[src/pkg/mtirc_regs.vh]
// Offsets, field positions, reset values and clock ratios of the modulo timer and carrier
`ifndef MTIRC_REGS_VH
`define MTIRC_REGS_VH

// Peripheral register addresses (data buffer transfers)
`define MTIRC_PA_COUNT     8'h05
`define MTIRC_PA_COMPARE   8'h06
`define MTIRC_PA_CARR_HIGH 8'h08
`define MTIRC_PA_CARR_LOW  8'h09

// Register file addresses (nibble wide)
`define MTIRC_RF_CONTROL   7'h33
`define MTIRC_RF_GATE      7'h35
`define MTIRC_RF_FLAG      7'h3f

// Timer control fields
`define MTIRC_CTL_EN       3
`define MTIRC_CTL_CLR      2
`define MTIRC_CTL_SEL_HI   1
`define MTIRC_CTL_SEL_LO   0

// Gate register fields
`define MTIRC_GATE_NOW     0
`define MTIRC_GATE_BUF     1

// Match flag field
`define MTIRC_FLAG_MATCH   0

// Bit of the low-period register that forces a steady high pin
`define MTIRC_LOW_FORCE    7

// Reset values
`define MTIRC_RST_COUNT    8'h00
`define MTIRC_RST_COMPARE  8'hff
`define MTIRC_RST_CONTROL  4'h8
`define MTIRC_RST_CARR     8'h00

// Count clock select codes
`define MTIRC_SEL_DIV32    2'b00
`define MTIRC_SEL_DIV64    2'b01
`define MTIRC_SEL_CARRIER  2'b11

// Prescaler tap masks: divide by 32, 64 and 256
`define MTIRC_DIV32_MASK   8'h1f
`define MTIRC_DIV64_MASK   8'h3f
`define MTIRC_DIV256_MASK  8'hff

`endif

[src/design/mtirc_carrier.v]
// Carrier generator: 7-bit counter alternating high and low phases
module mtirc_carrier (
  input  wire       clock,       // System clock
  input  wire       rst,         // Asynchronous reset, active high
  input  wire       tick,        // Carrier clock enable
  input  wire       run,         // Generator allowed to run
  input  wire [6:0] highPeriod,  // High phase reload value
  input  wire [6:0] lowPeriod,   // Low phase reload value
  output wire       carrierLvl   // Generated carrier level
);

  reg [6:0] phaseCnt_r;   // Carrier ticks spent in current phase
  reg       level_r;      // Current phase, 1 = high
  reg       started_r;    // First tick after start seen
  reg [6:0] phaseCnt_nxt;
  reg       level_nxt;
  reg       started_nxt;

  assign carrierLvl = level_r;

  // Next-state logic for the phase counter
  always @* begin
    phaseCnt_nxt = phaseCnt_r;
    level_nxt    = level_r;
    started_nxt  = started_r;
    if (!run) begin
      // Stopped: park low so the next start opens with a high phase
      phaseCnt_nxt = 7'h00;
      level_nxt    = 1'b0;
      started_nxt  = 1'b0;
    end else if (tick) begin
      if (!started_r) begin
        // Start with the high phase
        level_nxt    = 1'b1; // RQ22
        started_nxt  = 1'b1;
        phaseCnt_nxt = 7'h00;
      end else if (phaseCnt_r == (level_r ? highPeriod : lowPeriod)) begin
        // Value N lasts N+1 ticks, then the phase flips
        level_nxt    = ~level_r; // RQ18
        phaseCnt_nxt = 7'h00;
      end else begin
        phaseCnt_nxt = phaseCnt_r + 7'h01; // RQ10
      end
    end
  end

  // State registers
  always @(posedge clock or posedge rst) begin
    if (rst) begin
      phaseCnt_r <= 7'h00;
      level_r    <= 1'b0;
      started_r  <= 1'b0;
    end else begin
      phaseCnt_r <= phaseCnt_nxt;
      level_r    <= level_nxt;
      started_r  <= started_nxt;
    end
  end

endmodule // mtirc_carrier

[src/design/mtirc_timer.v]
// Eight-bit modulo timer with match flag, driving the infrared carrier output gate
//
// Summary of operation
// RQ1: Counter equal to compare sets match flag
// RQ2: Count value read-only at 05h, resets zero
// RQ3: Compare register write-only at 06h, resets FFh
// RQ4: Software never programs compare value zero
// RQ5: Control: enable bit3, clear bit2, select bits1-0
// RQ6: Select 00/32, 01/64, 10/256, 11 carrier
// RQ7: Clear bit zeroes counter and flag, reads zero
// RQ8: Enable zero holds count, one advances
// RQ9: Software re-sets enable after stop release
// RQ10: Carrier uses 7-bit counter, two reload registers
// RQ11: Carrier clock fx or fx/2, build option
// RQ12: Both carrier period registers read and write
// RQ13: Low-period bit7 one forces steady high
// RQ14: Gate one passes carrier, zero drives low
// RQ15: Match copies buffered gate into gate
// RQ16: Gate drop during high waits carrier low
// RQ17: Gate zero stops carrier unless carrier-clocked
// RQ18: Period value N lasts N+1 ticks
// RQ19: Buffered gate-on waits out carrier high
// RQ20: After match counter wraps to zero next tick
// RQ21: Gate and gate buffer reset to zero
// RQ22: Carrier starts with high phase when enabled
`include "mtirc_regs.vh"

module mtirc_timer #(
  parameter CARRIER_DIV2 = 1  // 1: carrier clock fx/2, 0: carrier clock fx
) (
  input  wire       clock,        // System clock fx
  input  wire       rst,          // Asynchronous reset, active high
  input  wire [7:0] periphAddr,   // Peripheral register address
  input  wire       periphWrite,  // Peripheral write strobe
  input  wire       periphRead,   // Peripheral read strobe
  input  wire [7:0] dataBufIn,    // Data buffer contents to write
  output reg  [7:0] dataBufOut,   // Data buffer read result
  input  wire [6:0] rfAddr,       // Register file address
  input  wire       rfWrite,      // Register file write strobe
  input  wire       rfRead,       // Register file read strobe
  input  wire [3:0] rfWrData,     // Register file write nibble
  output reg  [3:0] rfRdData,     // Register file read nibble
  output wire       timerMatch,   // One-cycle pulse on compare match
  output wire       carrierOutPin // Carrier output pin level
);

  // Timer state
  reg [7:0] timerCountValue_r;    // Running count
  reg [7:0] timerCompareValue_r;  // Modulo value
  reg       countEnableBit_r;     // Count enable
  reg [1:0] countClockSel_r;      // Count clock select
  reg       timerMatchFlag_r;     // Sticky match flag
  reg [7:0] prescale_r;           // Free-running divider of fx
  reg       carrierDly_r;         // Carrier level one cycle ago, for edge

  // Carrier and gate state
  reg [7:0] carrierHighPeriod_r;  // High phase reload
  reg [7:0] carrierLowPeriod_r;   // Low phase reload, bit7 forces high
  reg       carrierGate_r;        // Gate currently applied
  reg       carrierGateBuffer_r;  // Gate value taken on next match
  reg       holdHigh_r;           // Keep pin high until carrier low
  reg       waitLow_r;            // Hide carrier until it next goes low
  reg       carrTick_r;           // Carrier clock enable divider
  reg       pin_r;                // Registered pin level

  wire       carrierLvl;          // Generator output
  wire       carrTick;            // Carrier clock enable
  wire       carrierRun;          // Generator allowed to run
  wire       countTick;           // Selected count clock enable
  wire       advance;             // Counter steps this cycle
  wire [7:0] countInc;            // Count plus one
  wire       matchNow;            // Counter reaches compare value
  wire       rfCtlWr;             // Control register written
  wire       clearReq;            // Counter clear requested
  wire       gateWr;              // Gate register written
  wire       flagWr;              // Flag register written
  wire       gateFromMatch;       // Match transfers the buffer
  wire       gateFallHigh;        // Gate drops while carrier high
  wire       gateRiseHigh;        // Buffered gate rises while carrier high
  wire       pinSource;           // Carrier or forced high

  // Control reset word, kept whole so its fields can be picked out by position
  localparam [3:0] CTL_RESET = `MTIRC_RST_CONTROL;

  assign carrierOutPin = pin_r;
  assign timerMatch    = matchNow;

  // Carrier clock is every fx edge, or every other one for fx/2
  assign carrTick = (CARRIER_DIV2 != 0) ? carrTick_r : 1'b1; // RQ11

  // Divider for the fx/2 carrier clock
  always @(posedge clock or posedge rst) begin
    if (rst) begin
      carrTick_r <= 1'b0;
    end else begin
      carrTick_r <= ~carrTick_r;
    end
  end

  // Generator idles with the gate closed, except when it clocks the timer
  assign carrierRun = carrierGate_r ||
                      (countClockSel_r == `MTIRC_SEL_CARRIER); // RQ17

  mtirc_carrier uCarrier (
    .clock      (clock),
    .rst        (rst),
    .tick       (carrTick),
    .run        (carrierRun),
    .highPeriod (carrierHighPeriod_r[6:0]),
    .lowPeriod  (carrierLowPeriod_r[6:0]),
    .carrierLvl (carrierLvl)
  );

  // Prescaler and carrier edge history
  always @(posedge clock or posedge rst) begin
    if (rst) begin
      prescale_r   <= 8'h00;
      carrierDly_r <= 1'b0;
    end else begin
      prescale_r   <= prescale_r + 8'h01;
      carrierDly_r <= carrierLvl;
    end
  end

  // Count clock select; the carrier clocks the timer on its rising edge
  assign countTick =
    (countClockSel_r == `MTIRC_SEL_DIV32)   ? ((prescale_r & `MTIRC_DIV32_MASK) == 8'h00) :
    (countClockSel_r == `MTIRC_SEL_DIV64)   ? ((prescale_r & `MTIRC_DIV64_MASK) == 8'h00) :
    (countClockSel_r == `MTIRC_SEL_CARRIER) ? (carrierLvl & ~carrierDly_r) :
    ((prescale_r & `MTIRC_DIV256_MASK) == 8'h00); // RQ6

  // Count only while enabled
  assign advance  = countTick & countEnableBit_r; // RQ8
  assign countInc = timerCountValue_r + 8'h01;
  // Match when the next count equals compare; zero compare matches at most once, on the step from FFh, then the count parks at zero
  assign matchNow = advance && (timerCountValue_r != timerCompareValue_r) &&
                    (countInc == timerCompareValue_r); // RQ1

  // Register file strobes
  assign rfCtlWr  = rfWrite && (rfAddr == `MTIRC_RF_CONTROL);
  assign clearReq = rfCtlWr && rfWrData[`MTIRC_CTL_CLR];
  assign gateWr   = rfWrite && (rfAddr == `MTIRC_RF_GATE);
  assign flagWr   = rfWrite && (rfAddr == `MTIRC_RF_FLAG);

  // Counter: clear has priority, match value wraps to zero next tick
  always @(posedge clock or posedge rst) begin
    if (rst) begin
      timerCountValue_r <= `MTIRC_RST_COUNT; // RQ2
    end else if (clearReq) begin
      timerCountValue_r <= `MTIRC_RST_COUNT; // RQ7
    end else if (advance) begin
      if (timerCountValue_r == timerCompareValue_r) begin
        timerCountValue_r <= 8'h00; // RQ20
      end else begin
        timerCountValue_r <= countInc;
      end
    end
  end

  // Match flag: a match in the same cycle as a clear or a write wins
  always @(posedge clock or posedge rst) begin
    if (rst) begin
      timerMatchFlag_r <= 1'b0;
    end else if (matchNow) begin
      timerMatchFlag_r <= 1'b1; // RQ1
    end else if (clearReq) begin
      timerMatchFlag_r <= 1'b0; // RQ7
    end else if (flagWr) begin
      // Software may raise or cancel a pending request
      timerMatchFlag_r <= rfWrData[`MTIRC_FLAG_MATCH];
    end
  end

  // Timer control; the clear bit is an action, never stored
  always @(posedge clock or posedge rst) begin
    if (rst) begin
      countEnableBit_r <= CTL_RESET[`MTIRC_CTL_EN];
      countClockSel_r  <= CTL_RESET[`MTIRC_CTL_SEL_HI:`MTIRC_CTL_SEL_LO];
    end else if (rfCtlWr) begin
      countEnableBit_r <= rfWrData[`MTIRC_CTL_EN]; // RQ5
      countClockSel_r  <= rfWrData[`MTIRC_CTL_SEL_HI:`MTIRC_CTL_SEL_LO]; // RQ5
    end
  end

  // Peripheral writes; the counter address is not writable
  always @(posedge clock or posedge rst) begin
    if (rst) begin
      timerCompareValue_r <= `MTIRC_RST_COMPARE; // RQ3
      carrierHighPeriod_r <= `MTIRC_RST_CARR;
      carrierLowPeriod_r  <= `MTIRC_RST_CARR;
    end else if (periphWrite) begin
      case (periphAddr)
        `MTIRC_PA_COMPARE: begin
          timerCompareValue_r <= dataBufIn; // RQ3
        end
        `MTIRC_PA_CARR_HIGH: begin
          carrierHighPeriod_r <= dataBufIn; // RQ12
        end
        `MTIRC_PA_CARR_LOW: begin
          carrierLowPeriod_r  <= dataBufIn; // RQ12
        end
        default: begin
          // Count value and unused addresses ignore writes
          timerCompareValue_r <= timerCompareValue_r; // RQ2
        end
      endcase
    end
  end

  // Peripheral read; write-only and unused addresses return zero
  always @(posedge clock or posedge rst) begin
    if (rst) begin
      dataBufOut <= 8'h00;
    end else if (periphRead) begin
      case (periphAddr)
        `MTIRC_PA_COUNT:     dataBufOut <= timerCountValue_r; // RQ2
        `MTIRC_PA_CARR_HIGH: dataBufOut <= carrierHighPeriod_r; // RQ12
        `MTIRC_PA_CARR_LOW:  dataBufOut <= carrierLowPeriod_r; // RQ12
        default:             dataBufOut <= 8'h00; // RQ3
      endcase
    end
  end

  // Register file read; the clear bit reads zero
  always @(posedge clock or posedge rst) begin
    if (rst) begin
      rfRdData <= 4'h0;
    end else if (rfRead) begin
      case (rfAddr)
        `MTIRC_RF_CONTROL: begin
          rfRdData <= {countEnableBit_r, 1'b0, countClockSel_r}; // RQ7
        end
        `MTIRC_RF_GATE: begin
          rfRdData <= {2'b00, carrierGateBuffer_r, carrierGate_r};
        end
        `MTIRC_RF_FLAG: begin
          rfRdData <= {3'b000, timerMatchFlag_r};
        end
        default: begin
          rfRdData <= 4'h0;
        end
      endcase
    end
  end

  // The buffered gate moves into the gate on every match
  assign gateFromMatch = matchNow; // RQ15
  // Gate about to close while the carrier is in a high pulse
  assign gateFallHigh = carrierGate_r && carrierLvl &&
                        ((gateFromMatch && !carrierGateBuffer_r) ||
                         (!gateFromMatch && gateWr && !rfWrData[`MTIRC_GATE_NOW]));
  // Gate opened by transfer while the carrier is mid-high
  assign gateRiseHigh = !carrierGate_r && gateFromMatch &&
                        carrierGateBuffer_r && carrierLvl;

  // Gate and its buffer; a match transfer beats a direct gate write
  always @(posedge clock or posedge rst) begin
    if (rst) begin
      carrierGate_r       <= 1'b0; // RQ21
      carrierGateBuffer_r <= 1'b0; // RQ21
    end else begin
      if (gateWr) begin
        carrierGateBuffer_r <= rfWrData[`MTIRC_GATE_BUF];
      end
      if (gateFromMatch) begin
        carrierGate_r <= carrierGateBuffer_r; // RQ15
      end else if (gateWr) begin
        carrierGate_r <= rfWrData[`MTIRC_GATE_NOW];
      end
    end
  end

  // Pulse-width guards: both end when the carrier goes low
  always @(posedge clock or posedge rst) begin
    if (rst) begin
      holdHigh_r <= 1'b0;
      waitLow_r  <= 1'b0;
    end else begin
      if (gateFallHigh) begin
        holdHigh_r <= 1'b1; // RQ16
      end else if (!carrierLvl) begin
        holdHigh_r <= 1'b0; // RQ16
      end
      if (gateRiseHigh) begin
        // A partial pulse is not shown; the first full one follows a low phase
        waitLow_r <= 1'b1; // RQ19
      end else if (!carrierLvl) begin
        waitLow_r <= 1'b0; // RQ19
      end
    end
  end

  // Bit7 of the low register swaps the carrier for a steady high
  assign pinSource = carrierLowPeriod_r[`MTIRC_LOW_FORCE] ? 1'b1 :
                     (carrierLvl & ~waitLow_r); // RQ13

  // Pin register: gate passes the source, closed gate drives low once any held high pulse ends
  always @(posedge clock or posedge rst) begin
    if (rst) begin
      pin_r <= 1'b0; // RQ21
    end else begin
      pin_r <= (carrierGate_r & pinSource) |
               (holdHigh_r & carrierLvl); // RQ14
    end
  end

endmodule // mtirc_timer

[config.mk]
export PLATFORM = sky130hd
export DESIGN_NAME = mtirc_timer
export DESIGN_NICKNAME = d
export VERILOG_FILES = /design/src/design/mtirc_carrier.v /design/src/design/mtirc_timer.v
export VERILOG_INCLUDE_DIRS = /design/src /design/src/pkg
export SDC_FILE = /design/constraint.sdc
export NUM_CORES = 1
export LEC_CHECK = 0
export ABC_AREA = 1
export BUFFER_PORTS_ARGS = -buffer_cell sky130_fd_sc_hd__buf_4
export CAP_MARGIN = 5
export CORE_ASPECT_RATIO = 2
export CORE_MARGIN = 2
export CORE_UTILIZATION = 50
export DETAILED_ROUTE_END_ITERATION = 6
export MAX_ROUTING_LAYER = met4
export PLACE_DENSITY = 0.7
export SYNTH_ARGS = -nofsm -noshare
export SYNTH_HDL_FRONTEND = slang
export SYNTH_SLANG_ARGS = --single-unit
[constraint.sdc]
create_clock -name clock -period 3 [get_ports clock]
set_clock_uncertainty 0.2 [all_clocks]
set_input_delay 0.3 -clock clock [delete_from_list [all_inputs] [get_ports clock]]
set_output_delay 0.3 -clock clock [all_outputs]
set_load 0.1 [all_outputs]
; ---- Word level (Yosys, flattened, before mapping)
; Cells that the tools add are included.
[totals]
output_inout_bits = 14
reg_bits = 72
input_bits = 33
[op_classes]
n_mux = 28
n_eq_ne = 17
addsub = 3
n_reduce_logical = 31
bitwise_logic = 10
[ops]
columns = operator, count
row1 = $mux 7, 5
row2 = $logic_not 8->1, 3
row3 = $mux 8, 3
row4 = $pmux 8 s3, 1
row5 = $eq 7x6->1 const B, 3
row6 = $mux 1, 18
row7 = $add 8x1->8 const B, 2
row8 = $eq 8x3->1 const B, 2
row9 = $eq 8x4->1 const B, 2
row10 = $eq 8x8->1, 2
row11 = $logic_and 1x1->1, 14
row12 = $pmux 4 s3, 1
row13 = $ne 8x8->1, 1
row14 = $reduce_and 2->1, 4
row15 = $add 7x1->7 const B, 1
row16 = $eq 7x7->1, 1
row17 = $ne 2x2->1 const B, 3
row18 = $and 1x1->1, 5
row19 = $logic_not 1->1, 4
row20 = $not 1->1, 4
row21 = $reduce_bool 2->1, 2
row22 = $ne 3x3->1 const B, 1
row23 = $reduce_bool 3->1, 1
row24 = $eq 2x1->1 const B, 1
row25 = other kinds (4), 5

; ---- Depth between registers and ports, before layout
; Gate-level depths: netlist (run 1).
[depth]
ltp_word = 14
mapped_depth = 14
ltp_nobuf = 14

; ---- Cells and area by module
; Synthesis (run 1) repeated with hierarchy kept, for this count alone.
[hier_totals]
hier_cells = 508
area_unflattened_um2 = 3851.2
[by_module_without_submodules]
columns = module, instances, cells_each, area_each_um2
row1 = mtirc_timer, 1, 405, 3166.8
row2 = mtirc_carrier, 1, 103, 684.4

; ---- Worst setup path before layout (run 1)
; OpenSTA, ideal clock, no wires.
[synth_path]
path_kind = register to output
from = reg prescale_r[0]
to = out timerMatch
slack_ns = -0.032
arrival_time_ns = 2.532
path_stages_with_launch = 11
n_path_buf = 0
cell_sequence = dfrtp_1 > inv_1 > ha_1 > nand2_1 > nor2_1 > nand2_1 > a21oi_1 > nand2_1 > a21oi_1 > o21ai_0 > nor2_1
[synth_via]
elab_chain_cells = 7
word_cells_on_any_way = 9
cone_classes = mux: 3 / bitwise: 1 / reduce/logical: 5
[synth_lines]
columns = item, line_no
row1 = from (decl), mtirc_timer.v:53  ; reg [7:0] prescale_r;
row2 = from (signal assigned), mtirc_timer.v:120  ; prescale_r <= prescale_r + 8'h01;
row3 = $logic_not 8->1, mtirc_timer.v:130  ; ((prescale_r & `MTIRC_DIV256_MASK) == 8'h00);
row4 = $mux 1, mtirc_timer.v:129  ; (countClockSel_r == `MTIRC_SEL_CARRIER) ? (carrierLvl & ~carrierDly_r) :
row5 = $mux 1, mtirc_timer.v:128  ; (countClockSel_r == `MTIRC_SEL_DIV64) ? ((prescale_r & `MTIRC_DIV64_MASK) == 8'h00) :
row6 = $mux 1 *, mtirc_timer.v:127  ; (countClockSel_r == `MTIRC_SEL_DIV32) ? ((prescale_r & `MTIRC_DIV32_MASK) == 8'h00) :
row7 = $and 1x1->1 *, mtirc_timer.v:133  ; assign advance = countTick & countEnableBit_r;
row8 = $logic_and 1x1->1 * (2 in series), mtirc_timer.v:136  ; assign matchNow = advance && (timerCountValue_r != timerCompareValue_r) &&
row9 = to (decl), mtirc_timer.v:43  ; output wire timerMatch,
; Every way passes the cells marked *; elsewhere a longest branch is shown, timed or not.

; ---- Final worst setup path (run 1)
; Same ends and word-level chain as after synthesis.

==> results of run 1 <==
critical path, delay by kind of cell, from the launching register on:
kind | cells | cell delay (ps)
adders and majority gates | 1 | 140
DFF | 1 | 380
and+or+nand+nor | 5 | 580
AOI/OAI and AO/OA | 3 | 500
buffers and inverters | 2 | 320
flip-flops by register name, summed over array words and instances (netlist names), 2 cells and up:
name,count
carrierHighPeriod_r,8
carrierLowPeriod_r,8
dataBufOut,8
prescale_r,8
timerCompareValue_r,8
timerCountValue_r,8
uCarrier.phaseCnt_r,7
rfRdData,3
countClockSel_r,2
what timing repair did:
action                     in CTS  in global routing
hold buffers                    4                  0
hold endpoints to repair       23                  0
gates resized for setup         0                  2
setup endpoints to repair       0                  1
through the flow:
| stage | hold WS [ps] | cell area, um^2 | setup slack (ps) | instances | total power, mW |
|---|---|---|---|---|---|
| 6_report | 7.73 | 4650 | 245 | 666 | 3.30 |
| 5_1_grt | 15.7 | 4650 | 40.9 | 666 | 3.49 |
| 4_1_cts | 1.70 | 4640 | 140 | 666 | 3.31 |
| 3_5_place_dp | 141 | 4300 | 506 | 646 | 2.21 |
| 3_3_place_gp | 140 | 4300 | 559 | 646 | 2.19 |
| 2_1_floorplan | 174 | 3860 | 412 | 513 | 1.94 |
layout make-up:
cell class,instances,area share [%]
Timing Repair Buffer,51,8.80
Inverter,79,6.38
Multi-Input combinational cell,355,37.2
Clock buffer,10,5.14
Sequential cell,71,38.5
Clock inverter,6,1.45
Tap cell,94,2.53
cells by family after synthesis:
group	synth area share (%)
flip-flops	46.3
buffers and inverters	9.01
adder cells (fa/ha/maj)	1.30
AO/OA/AOI/OAI	12.4
AND/OR/NAND/NOR	25.9
XOR/XNOR	4.99
other	0.0971
cell usage in the layout, fill, tap and decap left out, types with 2 or more instances in the layout:
cell / synthesis / final
sky130_fd_sc_hd__dfstp_2: 9 / 9
sky130_fd_sc_hd__dlygate4sd3_1: 0 / 4
sky130_fd_sc_hd__nor2_2: 4 / 5
sky130_fd_sc_hd__nand4_1: 7 / 7
sky130_fd_sc_hd__inv_6: 0 / 2
sky130_fd_sc_hd__a21oi_1: 14 / 14
sky130_fd_sc_hd__buf_4: 1 / 45
sky130_fd_sc_hd__nor3_1: 6 / 6
sky130_fd_sc_hd__clkinvlp_4: 0 / 2
sky130_fd_sc_hd__xnor2_1: 5 / 5
sky130_fd_sc_hd__nand3_1: 19 / 19
sky130_fd_sc_hd__ha_1: 4 / 4
sky130_fd_sc_hd__inv_1: 79 / 78
sky130_fd_sc_hd__o22ai_1: 3 / 3
sky130_fd_sc_hd__nand2_1: 168 / 168
sky130_fd_sc_hd__o21ai_0: 65 / 65
sky130_fd_sc_hd__dfrtp_1: 62 / 61
sky130_fd_sc_hd__clkbuf_16: 0 / 9
sky130_fd_sc_hd__xor2_1: 17 / 17
sky130_fd_sc_hd__nor2_1: 27 / 26
sky130_fd_sc_hd__o221ai_1: 2 / 2
path summary, 6_finish.rpt:
path / from / end / slack (ps) / depth (start not counted)
worst max-delay path: prescale_r[0] / timerMatch / 240 / 11
worst min-delay path: periphRead / dataBufOut[3] / 8 / 3
worst max register to register: prescale_r[0] / timerCountValue_r[7] / 670 / 10
worst min register to register: carrTick / carrTick / 220 / 1
max in group asynchronous: rst / timerCompareValue_r[6] / 1640 / 4
min in group asynchronous: rst / uCarrier.phaseCnt_r[5] / 330 / 3
report_power, final:
group / switching [mW] / internal [mW] / total, mW
Combinational: 0.645 / 0.325 / 0.970
Clock: 0.421 / 0.670 / 1.09
Sequential: 0.149 / 1.09 / 1.24
per-layer routing:
metal	GRT usage, %	vias up	share of wire (%)
met5	-	-	0
li1	-	1730	-
met4	15.7	0	5.1
met2	46.4	65	57
met3	3.69	40	2.6
met1	25.9	1576	36
==> impl_metrics.tcl, run 1 <==
set metrics [dict create \
    die-height_um 128 \
    detailed_place_hpwl_um 7640 \
    cts_tree "built" \
    cp-start-kind "register" \
    grt_start_max_net_pins 40 \
    path_max_fanout 6 \
    post_synth_top_area_cell "sky130_fd_sc_hd__dfrtp_1" \
    overflow 0 \
    synth_seq_area_share_pct 46.3 \
    critical-path-slowest-cell "sky130_fd_sc_hd__dfrtp_1" \
    seq_area_um2 1790 \
    netlist_area_um2 3860 \
    detail_route.vias_per_cell 5.12 \
    ys.flop_type "sky130_fd_sc_hd__dfrtp_1" \
    yosys_warnings 0 \
    flow.area_growth_from_synthesis_pct 20.3 \
    number_of_maximum_capacitance_constraint_violations 0 \
    rsz0062_at_grt "no" \
    hold_viol_final 0 \
    n_fill_cell 679 \
    finalWirelength_um 9790 \
    peakVddDrop_mv 0.565 \
    firstDrtPassIters 5 \
    fp.dieArea_um2 8490 \
    path_common_cell "sky130_fd_sc_hd__nand2_1" \
    setup_viol 0 \
    period_share_pct 91.8 \
    finalWeightedCongestion 1.01 \
    wl_per_cell_um 14.7 \
    clk-insertion-delay-late_ps 340 \
    finalNetCount 604 \
    drt_iter0_markers 181 \
    critPathArrivalTime_ps 2260 \
    crit_path_max_incr_delay_ps 380 \
    synth-async-reset-ratio_pct 100 \
    htree_num_levels 3 \
    antenna_found_initial 0 \
    powerDensity_nw_per_um2 710 \
    grt_first_pass_wirelength_um 16000 \
    die_w_um 66.2 \
    leakagePower_nw 2.39 \
    detailroute.via_count 3411 \
    start_util_pct 51.2 \
    synthDominantCellAreaShare_pct 40.2 \
    remaining_drc_errors 0 \
    num_rows 45 \
    path_class "register to output port" \
    multi_input_comb_area_um2 1730 \
    antenna_left 0 \
    crit_path_cell_trace "inv_1 -> ha_1 -> nand2_1 -> nor2_1 -> nand2_1 -> a21oi_1 -> nand2_1 -> a21oi_1 -> o21ai_0 -> nor2_2 -> buf_6" \
    grtUsageTotal_pct 26.1 \
    postLayoutCoreUtil_pct 61.6 \
    synthesis.nets 550 \
    timing.critical_path.to_type "output port" \
    achievable-frequency_mhz 363 \
    clock_slew_seen_by_the_registers_of_the_worst_setup_and_hold_paths_ps 60 \
    tritoncts_num_sinks 71 \
    synth_most_common_cell "sky130_fd_sc_hd__nand2_1" \
    setup_tns_ps 0 \
    synthTopCellsByCount "sky130_fd_sc_hd__nand2_1 (168), sky130_fd_sc_hd__inv_1 (79), sky130_fd_sc_hd__o21ai_0 (65)" \
    ys_ff_latch 71 \
    timing_worst_slew_pin_value_ps 626 \
    yosysUniqueCellTypes 35 \
    core_area_um2 7540 \
    timing.hold.worst.class "input port to register" \
    post_cts.repair.setup_buffers 0 \
    max_slew_margin_pct 58.1 \
    period_needed_ps 2760 \
    syn_area_per_cell_um2 7.53 \
    outcome "complete, no violations" \
    number_of_buffers_between_clock_root_and_the_deepest_sink 2 \
    synth_area_leaders "sky130_fd_sc_hd__dfrtp_1 (40%), sky130_fd_sc_hd__nand2_1 (16%), sky130_fd_sc_hd__o21ai_0 (8.4%), sky130_fd_sc_hd__inv_1 (7.7%), sky130_fd_sc_hd__dfstp_2 (6.1%)" \
    boundaryPins 47 \
    first_global_vias 3470 \
    synth-edff-count 0 \
    post_route_cells_drive_above_1_share_pct 14.7 \
    port_buffers 45 \
    timing.final.max_slew_violations 0 \
    insertedDiodeCount 0 \
    worst-endpoint-required_ps 2500 \
    post_synth_inst_count 513 \
    cts_root_buffer "sky130_fd_sc_hd__clkbuf_16" \
    numCtsBuffers 9 \
]
Power figures use the tool's default switching activity.
==> run 2, diff against run 1 <==
Settings changed: CAP_MARGIN 5 to unset, RECOVER_POWER set to 100.
==> run 2 against run 1 <==
- worst hold slack worse by 0.60 ps
- largest power group unchanged
- highest routed layer unchanged
- register-to-register slack improved by 30 ps
- fmax is 0.44% higher
==> impl_metrics.tcl, run 2 (synthesis results as in run 1) <==
set metrics [dict create \
    outcome "complete, no violations" \
    core_area_um2 7540 \
    insertedDiodeCount 0 \
    timing.hold.worst.class "input port to register" \
    finalWeightedCongestion 1.01 \
    antenna_found_initial 0 \
    critPathArrivalTime_ps 2240 \
    clock_slew_seen_by_the_registers_of_the_worst_setup_and_hold_paths_ps 60 \
    tritoncts_num_sinks 71 \
    finalWirelength_um 9780 \
    powerDensity_nw_per_um2 717 \
    crit_path_max_incr_delay_ps 380 \
    crit_cells 11 \
    grtUsageTotal_pct 26.1 \
    worst-endpoint-required_ps 2500 \
    timing.final.max_slew_violations 0 \
    switching_share_pct 36.8 \
    critical_path.reg2reg.startpoint "prescale_r[0]" \
    crit_family "simple AND/OR/NAND/NOR gates" \
    die_w_um 66.2 \
    max_slew_margin_pct 5.56 \
    path_max_fanout 6 \
    detailroute.via_count 3399 \
    htree_num_levels 3 \
    fp.dieArea_um2 8490 \
    clk-insertion-delay-late_ps 340 \
    numCtsBuffers 9 \
    regToRegSetupSlack_ps 700 \
    cts_tree "built" \
    worstReg2RegEnd "timerCountValue_r[1]" \
    rsz0062_at_grt "no" \
    post_cts.repair.setup_buffers 0 \
    path_class "register to output port" \
    layout_commonest_cell "sky130_fd_sc_hd__nand2_1" \
    detailed_place_hpwl_um 7640 \
    whs_path_depth 3 \
    post_route_cells_drive_above_1_share_pct 11.0 \
    power.switching_mw 1.20 \
    setup_tns_ps 0 \
    grt_start_max_net_pins 40 \
    hold_viol_final 0 \
    number_of_buffers_between_clock_root_and_the_deepest_sink 2 \
    route.met2.wl_um 5560 \
    remaining_drc_errors 0 \
    n_fill_cell 704 \
    highest_layer "met4" \
    detail_route.vias_per_cell 5.10 \
    timing_worst_slew_pin_value_ps 1400 \
    worst_hold_path.endpoint "countClockSel_r[1]" \
    num_rows 45 \
    overflow 0 \
    total_power_mw 3.26 \
    firstDrtPassIters 4 \
    cp-start-kind "register" \
    leakagePower_nw 2.32 \
    routed-wl-met3_um 256 \
    crit_path_cell_trace "inv_1 -> ha_1 -> nand2_1 -> nor2_1 -> nand2_1 -> a21oi_1 -> nand2_1 -> a21oi_1 -> o21ai_0 -> nor2_2 -> buf_6" \
    grt_first_pass_wirelength_um 16000 \
    period_needed_ps 2740 \
    cp.buffers_inverters 2 \
    setup_viol 0 \
    wl_per_cell_um 14.7 \
    antenna_left 0 \
    flow.area_growth_from_synthesis_pct 17.6 \
    pwr-share-clk_pct 33.4 \
    seq_power_share_pct 38.0 \
    hold_start "rfWrData[1]" \
    finalNetCount 604 \
    met1_length_um 3530 \
    seq_area_um2 1790 \
    start_util_pct 51.2 \
    number_of_maximum_capacitance_constraint_violations 0 \
    multi_input_comb_area_um2 1690 \
    cts_root_buffer "sky130_fd_sc_hd__clkbuf_16" \
    most-common-layout-cells "sky130_fd_sc_hd__nand2_1 (168), sky130_fd_sc_hd__inv_1 (79), sky130_fd_sc_hd__o21ai_0 (65)" \
    port_buffers 45 \
    die-height_um 128 \
    path_common_cell "sky130_fd_sc_hd__nand2_1" \
    achievable-frequency_mhz 365 \
    first_global_vias 3470 \
    period_share_pct 91.4 \
    cellInternalPower_mw 2.06 \
    timing.critical_path.to_type "output port" \
    comb_power_share_pct 28.5 \
    boundaryPins 47 \
    drt_iter0_markers 144 \
    worst_r2r_path_depth 10 \
    peakVddDrop_mv 0.565 \
    critical-path-slowest-cell "sky130_fd_sc_hd__dfrtp_1" \
]
-- run 2: cell count changes in the layout (fill, tap and decap cells not counted), moves of 2 or more --
cell | previous run | this run
sky130_fd_sc_hd__buf_4 | 45 | 27
sky130_fd_sc_hd__clkbuf_1 | 0 | 14
sky130_fd_sc_hd__clkbuf_4 | 0 | 4
sky130_fd_sc_hd__nor2_1 | 26 | 28
sky130_fd_sc_hd__nor2_2 | 5 | 3
-- run 2: area by class of cell --
type	instances	share of cell area, %
Inverter	79	6.53
Clock inverter	6	1.49
Tap cell	94	2.59
Timing Repair Buffer	51	7.52
Clock buffer	10	5.26
Sequential cell	71	39.4
Multi-Input combinational cell	355	37.2
-- run 2: metrics by stage --
| step | hold slack [ps] | setup WS (ps) | area [um^2] | util (%) | instances |
|---|---|---|---|---|---|
| 2_1_floorplan | 174 | 412 | 3860 | - | 513 |
| 3_3_place_gp | 140 | 559 | 4300 | 56.9 | 646 |
| 3_5_place_dp | 141 | 506 | 4300 | 56.9 | 646 |
| 4_1_cts | 1.70 | 140 | 4640 | 61.5 | 666 |
| 5_1_grt | 15.7 | 57.6 | 4540 | 60.2 | 666 |
| 6_report | 7.13 | 257 | 4540 | 60.2 | 666 |
-- run 2: power by group through the flow --
| stage | Combinational (mW) | Sequential (mW) | Clock, mW |
|---|---|---|---|
| finish | 0.929 | 1.24 | 1.09 |
| detailed placement | 0.956 | 1.25 | 0 |
| global route | 1.06 | 1.26 | 1.14 |
| CTS | 0.969 | 1.23 | 1.11 |
| floorplan | 0.708 | 1.24 | 0 |
| global placement | 0.944 | 1.24 | 0 |
-- run 2: worst max-delay path by stage --
stage	start	to
after floorplan	prescale_r[0]	timerMatch
after global placement	uCarrier.carrierLvl	timerMatch
after detailed placement	uCarrier.carrierLvl	timerMatch
after CTS	uCarrier.carrierLvl	timerMatch
after global routing	prescale_r[0]	timerMatch
final	prescale_r[0]	timerMatch
-- run 2: per-layer routing --
layer	global-route usage, %	up-vias
met5	-	-
met4	15.7	0
met3	3.69	33
met2	46.4	64
met1	25.9	1576
li1	-	1726
-- run 2: repair_timing --
action	in CTS	in global routing
hold buffers	4	0
gates resized for setup	0	2
endpoints found under the hold margin	23	0
setup endpoints to repair	0	1
-- run 2: worst min-delay path, stage by stage --
cell	delay (ps)
sky130_fd_sc_hd__buf_4	90
sky130_fd_sc_hd__nand2_1	40
sky130_fd_sc_hd__o21ai_0	70
==> run 3, diff against run 2 <==
Settings changed: ABC_AREA 1 to unset, PLACE_DENSITY 0.7 to 0.71.
Clock period 3 ns to 3.1 ns, I/O delays scaled along.
==> run 3 against run 2 <==
- the run now ends with DRC left
- sequential power shrank 20%
- critical path type is now input port to register
- flip-flop and latch count is the same
- critical path depth shrank 5
==> impl_metrics.tcl, run 3 <==
set metrics [dict create \
    outcome "finished with violations" \
    failed_checks "DRC" \
    timing.hold.worst.class "input port to register" \
    tritoncts_num_sinks 71 \
    peakVddDrop_mv 0.402 \
    flow.area_growth_from_synthesis_pct 19.0 \
    most-common-layout-cells "sky130_fd_sc_hd__dfrtp_1 (62), sky130_fd_sc_hd__mux2_2 (32), sky130_fd_sc_hd__buf_4 (28)" \
    timing.final.max_slew_violations 0 \
    yosysUniqueCellTypes 55 \
    die-height_um 125 \
    timing_worst_slew_pin_value_ps 1280 \
    cp-start-kind "input port" \
    firstDrtPassIters 7 \
    num_rows 44 \
    achievable-frequency_mhz 334 \
    final_cell_count_no_fill 480 \
    seq_area_um2 1790 \
    worst_hold_path.endpoint "countEnableBit_r" \
    place_inst 462 \
    numCtsBuffers 9 \
    critical-path-slowest-cell "sky130_fd_sc_hd__nor2_1" \
    ys_ff_latch 71 \
    cts_root_buffer "sky130_fd_sc_hd__clkbuf_16" \
    crit_path_max_incr_delay_ps 680 \
    synthTopCellsByCount "sky130_fd_sc_hd__dfrtp_1 (62), sky130_fd_sc_hd__mux2_2 (32), sky130_fd_sc_hd__xnor2_1 (22)" \
    grtUsageTotal_pct 22.4 \
    finalNetCount 420 \
    hold_start "rfWrData[3]" \
    regToRegSetupSlack_ps 430 \
    finalWeightedCongestion 0.934 \
    worst-endpoint-required_ps 3100 \
    critical_path.reg2reg.startpoint "prescale_r[0]" \
    synth_seq_area_share_pct 48.9 \
    period_share_pct 96.7 \
    synth_most_common_cell "sky130_fd_sc_hd__dfrtp_1" \
    post_synth_inst_count 329 \
    start_util_pct 51.0 \
    path_max_fanout 10 \
    critPathArrivalTime_ps 3000 \
    layout_commonest_cell "sky130_fd_sc_hd__dfrtp_1" \
    multi_input_comb_area_um2 1760 \
    synth-edff-count 0 \
    post_route_cells_drive_above_1_share_pct 25.8 \
    leakagePower_nw 1.84 \
    rsz0062_at_grt "no" \
    ys.flop_type "sky130_fd_sc_hd__dfrtp_1" \
    grt_start_max_net_pins 29 \
    fp.dieArea_um2 8050 \
    number_of_maximum_capacitance_constraint_violations 0 \
    detail_route.vias_per_cell 5.78 \
    worst_r2r_path_depth 8 \
    insertedDiodeCount 0 \
    remaining_drc_errors 7 \
    period_needed_ps 3000 \
    number_of_buffers_between_clock_root_and_the_deepest_sink 2 \
    synth-async-reset-ratio_pct 100 \
    setup_viol 0 \
    yosys_warnings 0 \
    wl_per_cell_um 17.0 \
    detailroute.via_count 2775 \
    timing.critical_path.to_type "register" \
    powerDensity_nw_per_um2 495 \
    syn_area_per_cell_um2 11.1 \
    drt_iter0_markers 287 \
    post_synth_top_area_cell "sky130_fd_sc_hd__dfrtp_1" \
    synthesis.nets 366 \
    netlist_area_um2 3650 \
    synthDominantCellAreaShare_pct 42.5 \
    crit_path_cell_trace "clkbuf_4 -> or4_1 -> or3b_1 -> nor2_1 -> nand2_1 -> mux2_2" \
    overflow 0 \
    synth_area_leaders "sky130_fd_sc_hd__dfrtp_1 (42%), sky130_fd_sc_hd__mux2_2 (9.9%), sky130_fd_sc_hd__dfstp_2 (6.5%), sky130_fd_sc_hd__xnor2_1 (5.3%), sky130_fd_sc_hd__a222oi_1 (2.2%)" \
    cts_tree "built" \
    htree_num_levels 3 \
    clock_slew_seen_by_the_registers_of_the_worst_setup_and_hold_paths_ps 50 \
    die_w_um 64.4 \
    n_fill_cell 619 \
    first_global_vias 2731 \
    hold_viol_final 0 \
    grt_first_pass_wirelength_um 13400 \
    worstReg2RegEnd "timerCountValue_r[5]" \
    post_cts.repair.setup_buffers 0 \
    port_buffers 45 \
    clk-insertion-delay-late_ps 330 \
    detailed_place_hpwl_um 5940 \
    antenna_left 0 \
    whs_path_depth 2 \
    antenna_found_initial 0 \
    max_slew_margin_pct 14.0 \
    worst_hold_margin_ps 22.8 \
    finalWirelength_um 8140 \
    setup_tns_ps 0 \
    boundaryPins 47 \
    path_class "input port to register" \
    core_area_um2 7160 \
]
## run 3: cell count changes after synthesis, sizes merged, moves of 10 or more
cell	before	now
xor2	17	7
mux2	0	32
nor2	31	15
xnor2	5	22
nand2	169	22
inv	79	21
o21ai	65	14
## run 3: what timing repair did
item                                    in CTS  in global routing
hold endpoints to repair                    22                  0
endpoints found under the setup margin       1                  1
pin swaps                                    0                  1
hold buffers                                 2                  0
gates resized for setup                      4                  5
## run 3: through the flow
stage / utilization (%) / instance area (um^2) / worst slack, ps / total power, mW
6_report: 60.8 / 4350 / 103 / 2.15
3_3_place_gp: 57.3 / 4100 / 410 / 1.19
2_1_floorplan: - / 3650 / 319 / 1.12
5_1_grt: 60.8 / 4350 / 5.38 / 2.23
3_5_place_dp: 57.3 / 4100 / 209 / 1.20
4_1_cts: 61.7 / 4420 / 34.8 / 2.17
## run 3: report_power, final
| group | internal (mW) | switching (mW) | total [mW] |
|---|---|---|---|
| Sequential | 0.962 | 0.0341 | 0.996 |
| Clock | 0.608 | 0.357 | 0.965 |
| Combinational | 0.0903 | 0.102 | 0.192 |
## run 3: logic make-up (layout without fill, tap and decap cells)
group,count (synthesis),count (layout),synth area share (%)
and+or+nand+nor,97,97,16.2
muxes,40,40,12.1
other,1,1,0.103
DFF,71,71,48.9
buffers and inverters,29,88,3.18
adders and majority gates,5,5,1.64
xor gates and xnor gates,29,29,6.95
AOI/OAI and AO/OA,57,57,10.9
## run 3: worst max path at each step
stage / cells after the start / startpoint / end
floorplan: 8 / prescale_r[0] / timerMatch
global placement: 7 / timerCountValue_r[0] / timerMatch
detailed placement: 7 / timerCountValue_r[0] / timerMatch
CTS: 9 / prescale_r[0] / timerMatch
global route: 9 / prescale_r[0] / timerMatch
finish: 6 / periphAddr[5] / carrierLowPeriod_r[4]
## run 3: metal layers
metal	GRT usage, %	share of wire [%]
met2	37.3	54
met4	10.5	2.6
met3	3.43	4.6
met5	-	0
met1	26.2	39
## run 3: layout make-up
cell class                 count  share of cell area [%]
clock buffer                  16                    6.47
inverter                      21                    1.81
multi-input combinational    229                    40.4
sequential                    71                    41.1
tap                           92                    2.65
timing repair buffer          51                    7.57
## run 3: critical path, delay by kind of cell
kind          cells  cell delay (ps)
buf+inv           1              100
simple gates      4             2200
mux               1              390
